File: src/logic/cfs_pkg.sv
package cfs_pkg;
   localparam int unsigned ADDR_W         = 13;
   localparam int unsigned DATA_W         = 32;
   localparam int unsigned COUNT_W        = 16;
   localparam int unsigned COORD_W        = 11;
   localparam logic [12:0] OFS_FRAME_RATE = 13'h0600;
   localparam logic [12:0] OFS_STREAM     = 13'h0614;
   localparam logic [12:0] OFS_SHOT       = 13'h061c;
   localparam logic [12:0] OFS_WIDE_ORDER = 13'h1048;
   localparam logic [31:0] RATE_RESET     = 32'h6000_0000;
   localparam logic [31:0] STREAM_RESET   = 32'h0000_0000;
   localparam logic [31:0] SHOT_RESET     = 32'h0000_0000;
   localparam logic [31:0] ORDER_RESET    = 32'h0000_0000;
   localparam logic [31:0] STREAM_ON      = 32'h8000_0000;
   localparam logic [31:0] STREAM_OFF     = 32'h0000_0000;
   localparam logic [31:0] RATE_30_VALUE  = 32'h8000_0000;
   localparam int unsigned STREAM_BIT     = 31;
   localparam int unsigned SHOT_ONE_BIT   = 31;
   localparam int unsigned SHOT_MULTI_BIT = 30;
   localparam int unsigned ORDER_SWAP_BIT = 0;
   localparam int unsigned RATE_LSB       = 29;
   localparam logic [2:0]  RATE_1P875     = 3'h0;
   localparam logic [2:0]  RATE_3P75      = 3'h1;
   localparam logic [2:0]  RATE_7P5       = 3'h2;
   localparam logic [2:0]  RATE_15        = 3'h3;
   localparam logic [2:0]  RATE_30        = 3'h4;
   localparam logic [2:0]  FMT_LOW        = 3'h0;
   localparam logic [2:0]  FMT_HIGH       = 3'h1;
   localparam logic [2:0]  FMT_CUSTOM     = 3'h7;
   localparam logic [2:0]  MODE_NARROW    = 3'h5;
   localparam logic [2:0]  MODE_WIDE_LOW  = 3'h6;
   localparam logic [2:0]  MODE_WIDE_HIGH = 3'h7;
   localparam logic [2:0]  MODE_WINDOW    = 3'h0;
   localparam logic [2:0]  MODE_SUBSAMPLE = 3'h1;

   typedef enum logic [1:0] {CFS_WAIT, CFS_STREAM, CFS_SHOT} cfs_state_type;

   typedef struct packed {
      cfs_state_type        state;
      logic [31:0]          frame_rate;
      logic                 stream;
      logic [31:0]          shot;
      logic                 swap;
      logic [COUNT_W-1:0]   left;
      logic                 frame_on;
      logic                 pend;
      logic [7:0]           pend_byte;
      logic                 byte_valid;
      logic [7:0]           byte_data;
      logic                 sof;
      logic                 eof;
      logic                 rvalid;
      logic [31:0]          rdata;
   } cfs_regs_type;
endpackage

File: src/logic/cfs_shot_ctrl.sv
`timescale 1ns/1ps
// Contract
// - Only listed format, mode and rate combinations are transmitted.
// - Custom mode 0 sends only the host-chosen rectangle, sensor rate kept.
// - Custom mode 1 on low-res part sends every other line, 640x240.
// - Custom mode 1 on high-res part sends every other line, 1024x384.
// - Narrow pixels one byte; wide pixels high then low, order switchable.
// - Frame-rate register writable live; top bit alone means 30 Hz.
// - Writing zero to stream enable stops continuous transmission.
// - Writing top bit alone to stream enable resumes continuous transmission.
// - Shot top bit with streaming off captures exactly one image.
// - Shot second bit captures the count given in the low field.
// - After requested images, return to waiting, send nothing more.
module cfs_shot_ctrl
(
   input  wire logic                         ref_clk,
   input  wire logic                         arst_n,
   input  wire logic                         clk_en,
   input  wire logic                         reg_wr,
   input  wire logic                         reg_rd,
   input  wire logic [cfs_pkg::ADDR_W-1:0]   reg_addr,
   input  wire logic [31:0]                  reg_wdata,
   output logic      [31:0]                  reg_rdata,
   output logic                              reg_rvalid,
   input  wire logic                         sensor_hires,
   input  wire logic [2:0]                   video_format,
   input  wire logic [2:0]                   video_mode,
   input  wire logic                         custom_wide,
   input  wire logic [cfs_pkg::COORD_W-1:0]  win_x0,
   input  wire logic [cfs_pkg::COORD_W-1:0]  win_x1,
   input  wire logic [cfs_pkg::COORD_W-1:0]  win_y0,
   input  wire logic [cfs_pkg::COORD_W-1:0]  win_y1,
   output logic      [2:0]                   rate_code,
   output logic                              subsample,
   output logic                              mode_ok,
   input  wire logic                         frame_start,
   input  wire logic                         frame_end,
   input  wire logic                         pix_valid,
   output logic                              pix_ready,
   input  wire logic [15:0]                  pix_data,
   input  wire logic [cfs_pkg::COORD_W-1:0]  pix_x,
   input  wire logic [cfs_pkg::COORD_W-1:0]  pix_y,
   output logic                              byte_valid,
   output logic      [7:0]                   byte_data,
   output logic                              tx_frame_start,
   output logic                              tx_frame_end
);
   cfs_pkg::cfs_regs_type r_r;
   cfs_pkg::cfs_regs_type r_nxt;
   logic                  wide;
   logic                  in_win;
   logic                  take;
   logic                  wr_rate;
   logic                  wr_stream;
   logic                  wr_shot;
   logic                  last_shot;
   logic                  start_ok;

   function automatic logic combo_ok(input logic hi, input logic [2:0] f, input logic [2:0] m,
                                     input logic [2:0] rc);
      logic ok;
      ok = 1'b0;
      case (f)
         cfs_pkg::FMT_LOW:
            ok = !hi && (m == cfs_pkg::MODE_NARROW || m == cfs_pkg::MODE_WIDE_LOW)
                 && rc >= cfs_pkg::RATE_3P75 && rc <= cfs_pkg::RATE_30;
         cfs_pkg::FMT_HIGH:
            ok = hi && ((m == cfs_pkg::MODE_NARROW && rc <= cfs_pkg::RATE_15)
                 || (m == cfs_pkg::MODE_WIDE_HIGH && rc <= cfs_pkg::RATE_7P5));
         cfs_pkg::FMT_CUSTOM:
            ok = (m == cfs_pkg::MODE_WINDOW || m == cfs_pkg::MODE_SUBSAMPLE);
         default:
            ok = 1'b0;
      endcase
      return ok;
   endfunction

   assign rate_code = r_r.frame_rate[31:cfs_pkg::RATE_LSB];
   assign mode_ok   = combo_ok(sensor_hires, video_format, video_mode, rate_code);
   assign subsample = video_format == cfs_pkg::FMT_CUSTOM && video_mode == cfs_pkg::MODE_SUBSAMPLE;
   assign wide      = (video_format == cfs_pkg::FMT_LOW && video_mode == cfs_pkg::MODE_WIDE_LOW)
                   || (video_format == cfs_pkg::FMT_HIGH && video_mode == cfs_pkg::MODE_WIDE_HIGH)
                   || (video_format == cfs_pkg::FMT_CUSTOM && custom_wide);
   assign in_win    = !(video_format == cfs_pkg::FMT_CUSTOM && video_mode == cfs_pkg::MODE_WINDOW)
                   || (pix_x >= win_x0 && pix_x <= win_x1 && pix_y >= win_y0 && pix_y <= win_y1);
   assign pix_ready = !r_r.pend;
   assign take      = pix_valid && pix_ready && r_r.frame_on && in_win && !(subsample && pix_y[0]);
   assign wr_rate   = reg_wr && reg_addr == cfs_pkg::OFS_FRAME_RATE;
   assign wr_stream = reg_wr && reg_addr == cfs_pkg::OFS_STREAM;
   assign wr_shot   = reg_wr && reg_addr == cfs_pkg::OFS_SHOT;
   assign last_shot = r_r.state == cfs_pkg::CFS_SHOT && r_r.frame_on && frame_end
                   && r_r.left == 16'h0001;
   assign start_ok  = mode_ok && (r_r.state == cfs_pkg::CFS_SHOT
                   || (r_r.state == cfs_pkg::CFS_STREAM && r_r.stream));

   assign reg_rdata      = r_r.rdata;
   assign reg_rvalid     = r_r.rvalid;
   assign byte_valid     = r_r.byte_valid;
   assign byte_data      = r_r.byte_data;
   assign tx_frame_start = r_r.sof;
   assign tx_frame_end   = r_r.eof;

   always_comb
   begin
      r_nxt            = r_r;
      r_nxt.byte_valid = 1'b0;
      r_nxt.sof        = 1'b0;
      r_nxt.eof        = 1'b0;
      r_nxt.rvalid     = reg_rd;
      case (reg_addr)
         cfs_pkg::OFS_FRAME_RATE: r_nxt.rdata = r_r.frame_rate;
         cfs_pkg::OFS_STREAM:     r_nxt.rdata = {r_r.stream, 31'h0};
         cfs_pkg::OFS_SHOT:       r_nxt.rdata = r_r.shot;
         cfs_pkg::OFS_WIDE_ORDER: r_nxt.rdata = {31'h0, r_r.swap};
         default:                 r_nxt.rdata = 32'h0;
      endcase
      if (wr_rate)
         r_nxt.frame_rate = reg_wdata;
      if (reg_wr && reg_addr == cfs_pkg::OFS_WIDE_ORDER)
         r_nxt.swap = reg_wdata[cfs_pkg::ORDER_SWAP_BIT];
      if (wr_stream)
         r_nxt.stream = reg_wdata[cfs_pkg::STREAM_BIT];
      // Frame gating at frame boundaries
      if (frame_start && !r_r.frame_on)
      begin
         r_nxt.frame_on = start_ok;
         r_nxt.sof      = start_ok;
      end
      if (frame_end && r_r.frame_on)
      begin
         r_nxt.frame_on = 1'b0;
         r_nxt.eof      = 1'b1;
      end
      case (r_r.state)
         cfs_pkg::CFS_WAIT:
         begin
            if (r_r.stream)
               r_nxt.state = cfs_pkg::CFS_STREAM;
         end
         cfs_pkg::CFS_STREAM:
         begin
            if (!r_r.stream && !r_r.frame_on)
               r_nxt.state = cfs_pkg::CFS_WAIT;
         end
         cfs_pkg::CFS_SHOT:
         begin
            if (r_r.frame_on && frame_end)
               r_nxt.left = r_r.left - 16'h0001;
            if (last_shot)
            begin
               r_nxt.state = cfs_pkg::CFS_WAIT;
               r_nxt.shot  = {2'b00, r_r.shot[29:0]};
            end
         end
         default:
            r_nxt.state = cfs_pkg::CFS_WAIT;
      endcase
      if (wr_shot && !r_r.stream && r_r.state == cfs_pkg::CFS_WAIT)
      begin
         r_nxt.shot = reg_wdata;
         if (reg_wdata[cfs_pkg::SHOT_ONE_BIT])
            r_nxt.left = 16'h0001;
         else
            r_nxt.left = reg_wdata[cfs_pkg::COUNT_W-1:0];
         if (reg_wdata[cfs_pkg::SHOT_ONE_BIT] || (reg_wdata[cfs_pkg::SHOT_MULTI_BIT]
             && reg_wdata[cfs_pkg::COUNT_W-1:0] != 16'h0000))
            r_nxt.state = cfs_pkg::CFS_SHOT;
         else
            r_nxt.shot = {2'b00, reg_wdata[29:0]};
      end
      if (r_r.pend)
      begin
         r_nxt.byte_valid = 1'b1;
         r_nxt.byte_data  = r_r.pend_byte;
         r_nxt.pend       = 1'b0;
      end
      else if (take)
      begin
         r_nxt.byte_valid = 1'b1;
         if (!wide)
            r_nxt.byte_data = pix_data[7:0];
         else
         begin
            r_nxt.pend      = 1'b1;
            r_nxt.byte_data = r_r.swap ? pix_data[7:0] : pix_data[15:8];
            r_nxt.pend_byte = r_r.swap ? pix_data[15:8] : pix_data[7:0];
         end
      end
   end

   always_ff @(posedge ref_clk or negedge arst_n)
   begin
      if (!arst_n)
      begin
         r_r            <= '0;
         r_r.state      <= cfs_pkg::CFS_WAIT;
         r_r.frame_rate <= cfs_pkg::RATE_RESET;
         r_r.stream     <= cfs_pkg::STREAM_RESET[cfs_pkg::STREAM_BIT];
         r_r.shot       <= cfs_pkg::SHOT_RESET;
         r_r.swap       <= cfs_pkg::ORDER_RESET[cfs_pkg::ORDER_SWAP_BIT];
      end
      else if (clk_en)
         r_r <= r_nxt;
   end

   a_rate_thirty: assert property (@(posedge ref_clk) disable iff (!arst_n)
      clk_en && wr_rate && reg_wdata == cfs_pkg::RATE_30_VALUE |=> rate_code == cfs_pkg::RATE_30)
      else $error("rate value not 30 Hz");
   a_stream_stop: assert property (@(posedge ref_clk) disable iff (!arst_n)
      clk_en && wr_stream && reg_wdata == cfs_pkg::STREAM_OFF |=> !r_r.stream)
      else $error("stream not stopped");
   a_stream_go: assert property (@(posedge ref_clk) disable iff (!arst_n)
      clk_en && wr_stream && reg_wdata == cfs_pkg::STREAM_ON |=> r_r.stream)
      else $error("stream not resumed");
   a_single_shot: assert property (@(posedge ref_clk) disable iff (!arst_n)
      clk_en && wr_shot && reg_wdata == 32'h8000_0000 && !r_r.stream
      && r_r.state == cfs_pkg::CFS_WAIT |=> r_r.state == cfs_pkg::CFS_SHOT && r_r.left == 16'h0001)
      else $error("single shot not armed");
   a_multi_count: assert property (@(posedge ref_clk) disable iff (!arst_n)
      clk_en && wr_shot && reg_wdata == 32'h4000_00af && !r_r.stream
      && r_r.state == cfs_pkg::CFS_WAIT |=> r_r.left == 16'h00af)
      else $error("multi shot count wrong");
   a_shot_done: assert property (@(posedge ref_clk) disable iff (!arst_n)
      clk_en && last_shot && !wr_shot |=> r_r.state == cfs_pkg::CFS_WAIT ##1 !r_r.frame_on)
      else $error("images after shot end");
   a_shot_clear: assert property (@(posedge ref_clk) disable iff (!arst_n)
      clk_en && last_shot |=> r_r.shot[31:30] == 2'b00)
      else $error("shot bits not cleared");
   a_wide_pair: assert property (@(posedge ref_clk) disable iff (!arst_n)
      clk_en && take && wide |=> byte_valid && r_r.pend && !pix_ready
      && byte_data == ($past(r_r.swap) ? $past(pix_data[7:0]) : $past(pix_data[15:8])))
      else $error("wide pixel byte order wrong");
   a_mode_block: assert property (@(posedge ref_clk) disable iff (!arst_n)
      clk_en && frame_start && !r_r.frame_on && !mode_ok |=> !r_r.frame_on && !tx_frame_start)
      else $error("unsupported mode transmitted");
   a_window_only: assert property (@(posedge ref_clk) disable iff (!arst_n)
      clk_en && pix_valid && pix_ready && !in_win |=> !byte_valid)
      else $error("pixel outside window sent");
   a_sub_rows: assert property (@(posedge ref_clk) disable iff (!arst_n)
      clk_en && subsample && pix_y[0] && !r_r.pend |=> !byte_valid)
      else $error("odd line sent in subsample");

   c_single_done: cover property (@(posedge ref_clk) disable iff (!arst_n)
      r_r.state == cfs_pkg::CFS_SHOT ##[1:200] r_r.state == cfs_pkg::CFS_WAIT);
   c_wide_bytes: cover property (@(posedge ref_clk) disable iff (!arst_n)
      byte_valid && r_r.pend ##1 byte_valid);
   c_stream_run: cover property (@(posedge ref_clk) disable iff (!arst_n)
      r_r.state == cfs_pkg::CFS_STREAM && tx_frame_end);
endmodule

File: config.mk
export PLATFORM = sky130hd
export DESIGN_NAME = cfs_shot_ctrl
export DESIGN_NICKNAME = d
export VERILOG_FILES = /design/src/logic/cfs_pkg.sv /design/src/logic/cfs_shot_ctrl.sv
export SDC_FILE = /design/constraint.sdc
export NUM_CORES = 1
export LEC_CHECK = 0
export ABC_AREA = 1
export BUFFER_PORTS_ARGS = -buffer_cell sky130_fd_sc_hd__buf_2
export CORE_ASPECT_RATIO = 2
export CORE_MARGIN = 5
export CORE_UTILIZATION = 55
export CTS_CLUSTER_DIAMETER = 200
export CTS_CLUSTER_SIZE = 20
export DETAILED_ROUTE_END_ITERATION = 10
export PLACE_DENSITY = 0.81
export SYNTH_ARGS = -nofsm -noshare
export SYNTH_HDL_FRONTEND = slang
export SYNTH_SLANG_ARGS = --single-unit
export TNS_END_PERCENT = 1
File: constraint.sdc
create_clock -name ref_clk -period 2.2 [get_ports ref_clk]
set_input_delay 0.44 -clock ref_clk [delete_from_list [all_inputs] [get_ports ref_clk]]
set_output_delay 0.44 -clock ref_clk [all_outputs]
set_load 0.02 [all_outputs]
==> flow_metrics.env <==
export IMPL_synthTopCellsByCount="nand2_1, inv_1, dfrtp_1, o21ai_0, nand3_1"
export IMPL_clock_path_buffers=2
export IMPL_drive_above_1_share_pct=20.50
export IMPL_holdPathEnd="reg_rvalid"
export IMPL_antenna_found_initial=0
export IMPL_final_cell_count_no_fill=1505
export IMPL_drv_cap=0
export IMPL_synth_area_leader_cell="dfrtp_1"
export IMPL_synth_edff_count=0
export IMPL_endpoint_kind="primary output"
export IMPL_finalSetupViolations=0
export IMPL_ant_nets=0
export IMPL_h_tree_depth=4
export IMPL_async_reset_ff_share_pct=100.0
export IMPL_critical_path_arrival_ns=1.73
export IMPL_io_buffers=192
export IMPL_yosysMostFrequentCell="nand2_1"
export IMPL_cts_buffers=17
export IMPL_seqCellArea_sq_mm=0.003456
export IMPL_dp_hpwl_um=16180
export IMPL_n_antenna_cell=0
export IMPL_worst_pin_slew_ns=0.5073
export IMPL_initial_core_util_pct=55.55
export IMPL_timing_rr_end="r_r[68]"
export IMPL_area_growth_pct=18.74
export IMPL_grt_total_usage_pct=24.07
export IMPL_holdPathStages=3
export IMPL_placed_cells=1472
export IMPL_wirelength_um=21820
export IMPL_synth_nets=1328
export IMPL_synth_seq_cells=138
export IMPL_core_sq_mm=0.01513
export IMPL_yosysSeqAreaShare_pct=41.11
export IMPL_ff2ff_setup_slack_ns=0.31
export IMPL_path_clk_slew_ns=0.06
export IMPL_die_y_um=184.8
export IMPL_routed_top_layer="met4"
export IMPL_syn_area_sq_mm=0.008407
export IMPL_period_share_pct=98.73
export IMPL_grt_pass1_vias=7627
export IMPL_cp_slowest_stage_delay_ns=0.57
export IMPL_synth_cell_types=40
export IMPL_reg2reg_depth=9
export IMPL_grt_max_degree=61
export IMPL_netlist_instances=1139
export IMPL_cp_max_fo=5
export IMPL_io_pins=193
export IMPL_holdCritStartpoint="reg_rd"
export IMPL_yosys_warnings=0
export IMPL_layout_nets=1483
export IMPL_crit_buf_inv=2
export IMPL_synthTopCellsByArea="dfrtp_1, nand2_1, o21ai_0"
export IMPL_drtIter0Drc=454
export IMPL_overflow=0
export IMPL_wl_met2_um=10950
export IMPL_cp_top_family="flip-flops"
export IMPL_wl_met3_um=1461
export IMPL_wl_per_cell_um=14.50
export IMPL_clock_fmax_mhz=460.4
export IMPL_numClockSinks=138
export IMPL_whs_ns=0.2366
export IMPL_vdd_drop_max_mv=0.5678
export IMPL_globalplace_congestion=0.9086
export IMPL_utilization_pct=65.96
export IMPL_first_pass_iters=5
export IMPL_num_rows=64
export IMPL_die_w_um=97.42
export IMPL_synth_top_area_share_pct=40.48
export IMPL_crit_slowest_cell="dfstp_2"
export IMPL_hold_path_class="in -> reg"
export IMPL_p_total_mw=5.974
export IMPL_synth_avg_cell_area_sq_um=7.381
export IMPL_tns_ns=0
export IMPL_path_cells="inv_1 -> o211ai_1 -> o21ai_0 -> nand3_1 -> nand3_2 -> buf_4"
export IMPL_fp_dieArea_sq_mm=0.01801
export IMPL_clock_latency_ns=0.42
export IMPL_grt_pass1_wl_um=35550
export IMPL_finalHoldViolations=0
export IMPL_fin_crit_ns=2.172
export IMPL_power_density_mw_per_mm2=598.5
export IMPL_cts_tree="done"
export IMPL_relSlewSlack_pct=66.18
export IMPL_fin_skew_ns=0.01043
export IMPL_required_ns=1.76
export IMPL_r2r_start="r_r[54]"
export IMPL_synth_ff_type="dfrtp_1"
export IMPL_slew_violations=0
export IMPL_met1Wirelength_um=8853
export IMPL_worstSetupStartpointType="register"
export IMPL_fillers=1222
export IMPL_via_per_inst=5.283
export IMPL_root_buffer="clkbuf_16"
export IMPL_multi_input_comb_area_sq_mm=0.003846
export IMPL_worstSetupPathType="reg -> out"
export IMPL_via_count=7951
export IMPL_status="completed"
export IMPL_power_leakage_nw=5.668
export IMPL_startpoint="rate_code[0]"
export IMPL_drc=0
[power by group]
part           internal [mW]  leakage, nW  switching (mW)
clock network           1.71        0.275            1.10
registers               2.56         1.72         0.00862
logic                  0.231         3.67           0.364
[area by class of cell]
class                      instances  share of cell area, %
clock buffer                      20                  4.475
clock inverter                    12                  1.416
inverter                         171                  6.430
multi-input combinational        750                  38.53
sequential                       138                  34.62
tap                              198                  2.482
timing repair buffer             216                  12.05
[routing by layer]
layer  vias up  track usage (%)
li1       3883                -
met1      3699            30.36
met2       322            40.67
met3        47            5.315
met4         0            8.874
met5         -                0
[state kept, by name (all words and copies together), names as in the netlist]
register	count
tx_frame_end	1
byte_valid	1
reg_rvalid	1
rate_code	3
reg_rdata	32
r_r	91
byte_data	8
tx_frame_start	1
[timing repair]
action / 4_1_cts / 5_1_grt
buffers inserted: 0 / 0
endpoints found under the setup margin: 0 / 1
hold buffers: 1 / 0
endpoints found under the hold margin: 38 / 0
gates resized for setup: 0 / 2
[cells in the final DEF, fill, tap and decap left out, drive strengths merged, types with 2 or more instances in the layout]
master    netlist  final
nand3b          3      3
buf            52    215
clkinv          1      4
o21ai         137    137
xnor2           3      3
nor4            3      3
nor3            6      6
clkinvlp        0      4
dfstp           2      2
nand3          69     69
nor3b           2      2
a22oi           3      3
o22ai           4      4
o211ai          4      4
nand2         357    357
nand4          17     17
a31oi           5      5
xor2           10     10
mux2            8      8
a21oi          18     18
nor2           49     49
bufinv          0      2
clkbuf         28     20
ha             46     46
inv           170    173
dfrtp         136    136
[cells by family (layout without fill, tap and decap cells)]
logic type	after synthesis	in the layout	synth area share, %
and+or+nand+nor	507	507	25.36
buffers and inverters	251	419	13.23
AOI/OAI and AO/OA	175	175	10.91
DFF	138	138	41.11
adders and majority gates	46	46	6.846
xor gates and xnor gates	13	13	1.354
muxes	9	9	1.191
[stage by stage]
stage / area [sq um] / worst slack [ns]
global placement: 9376 / 0.09263
CTS: 9975 / 0.03376
detailed placement: 9376 / -0.03291
finish: 9982 / 0.02797
floorplan: 8407 / 0.06789
global route: 9982 / -0.01271
[worst min-delay path: cells and delay by family]
family,cells,cell delay [ns]
buffers and inverters,1,0.08
AND/OR/NAND/NOR,2,0.09
[worst max path at each step]
stage                              end  slack, ns  cells past startpoint
after floorplan           byte_data[0]       0.07                     15
after global placement    byte_data[0]       0.09                     15
after detailed placement       r_r[50]      -0.03                     14
after CTS                      mode_ok       0.03                      6
after global routing           mode_ok      -0.01                      6
final                          mode_ok       0.03                      6
Note: power is estimated with default switching activity, not from simulation.
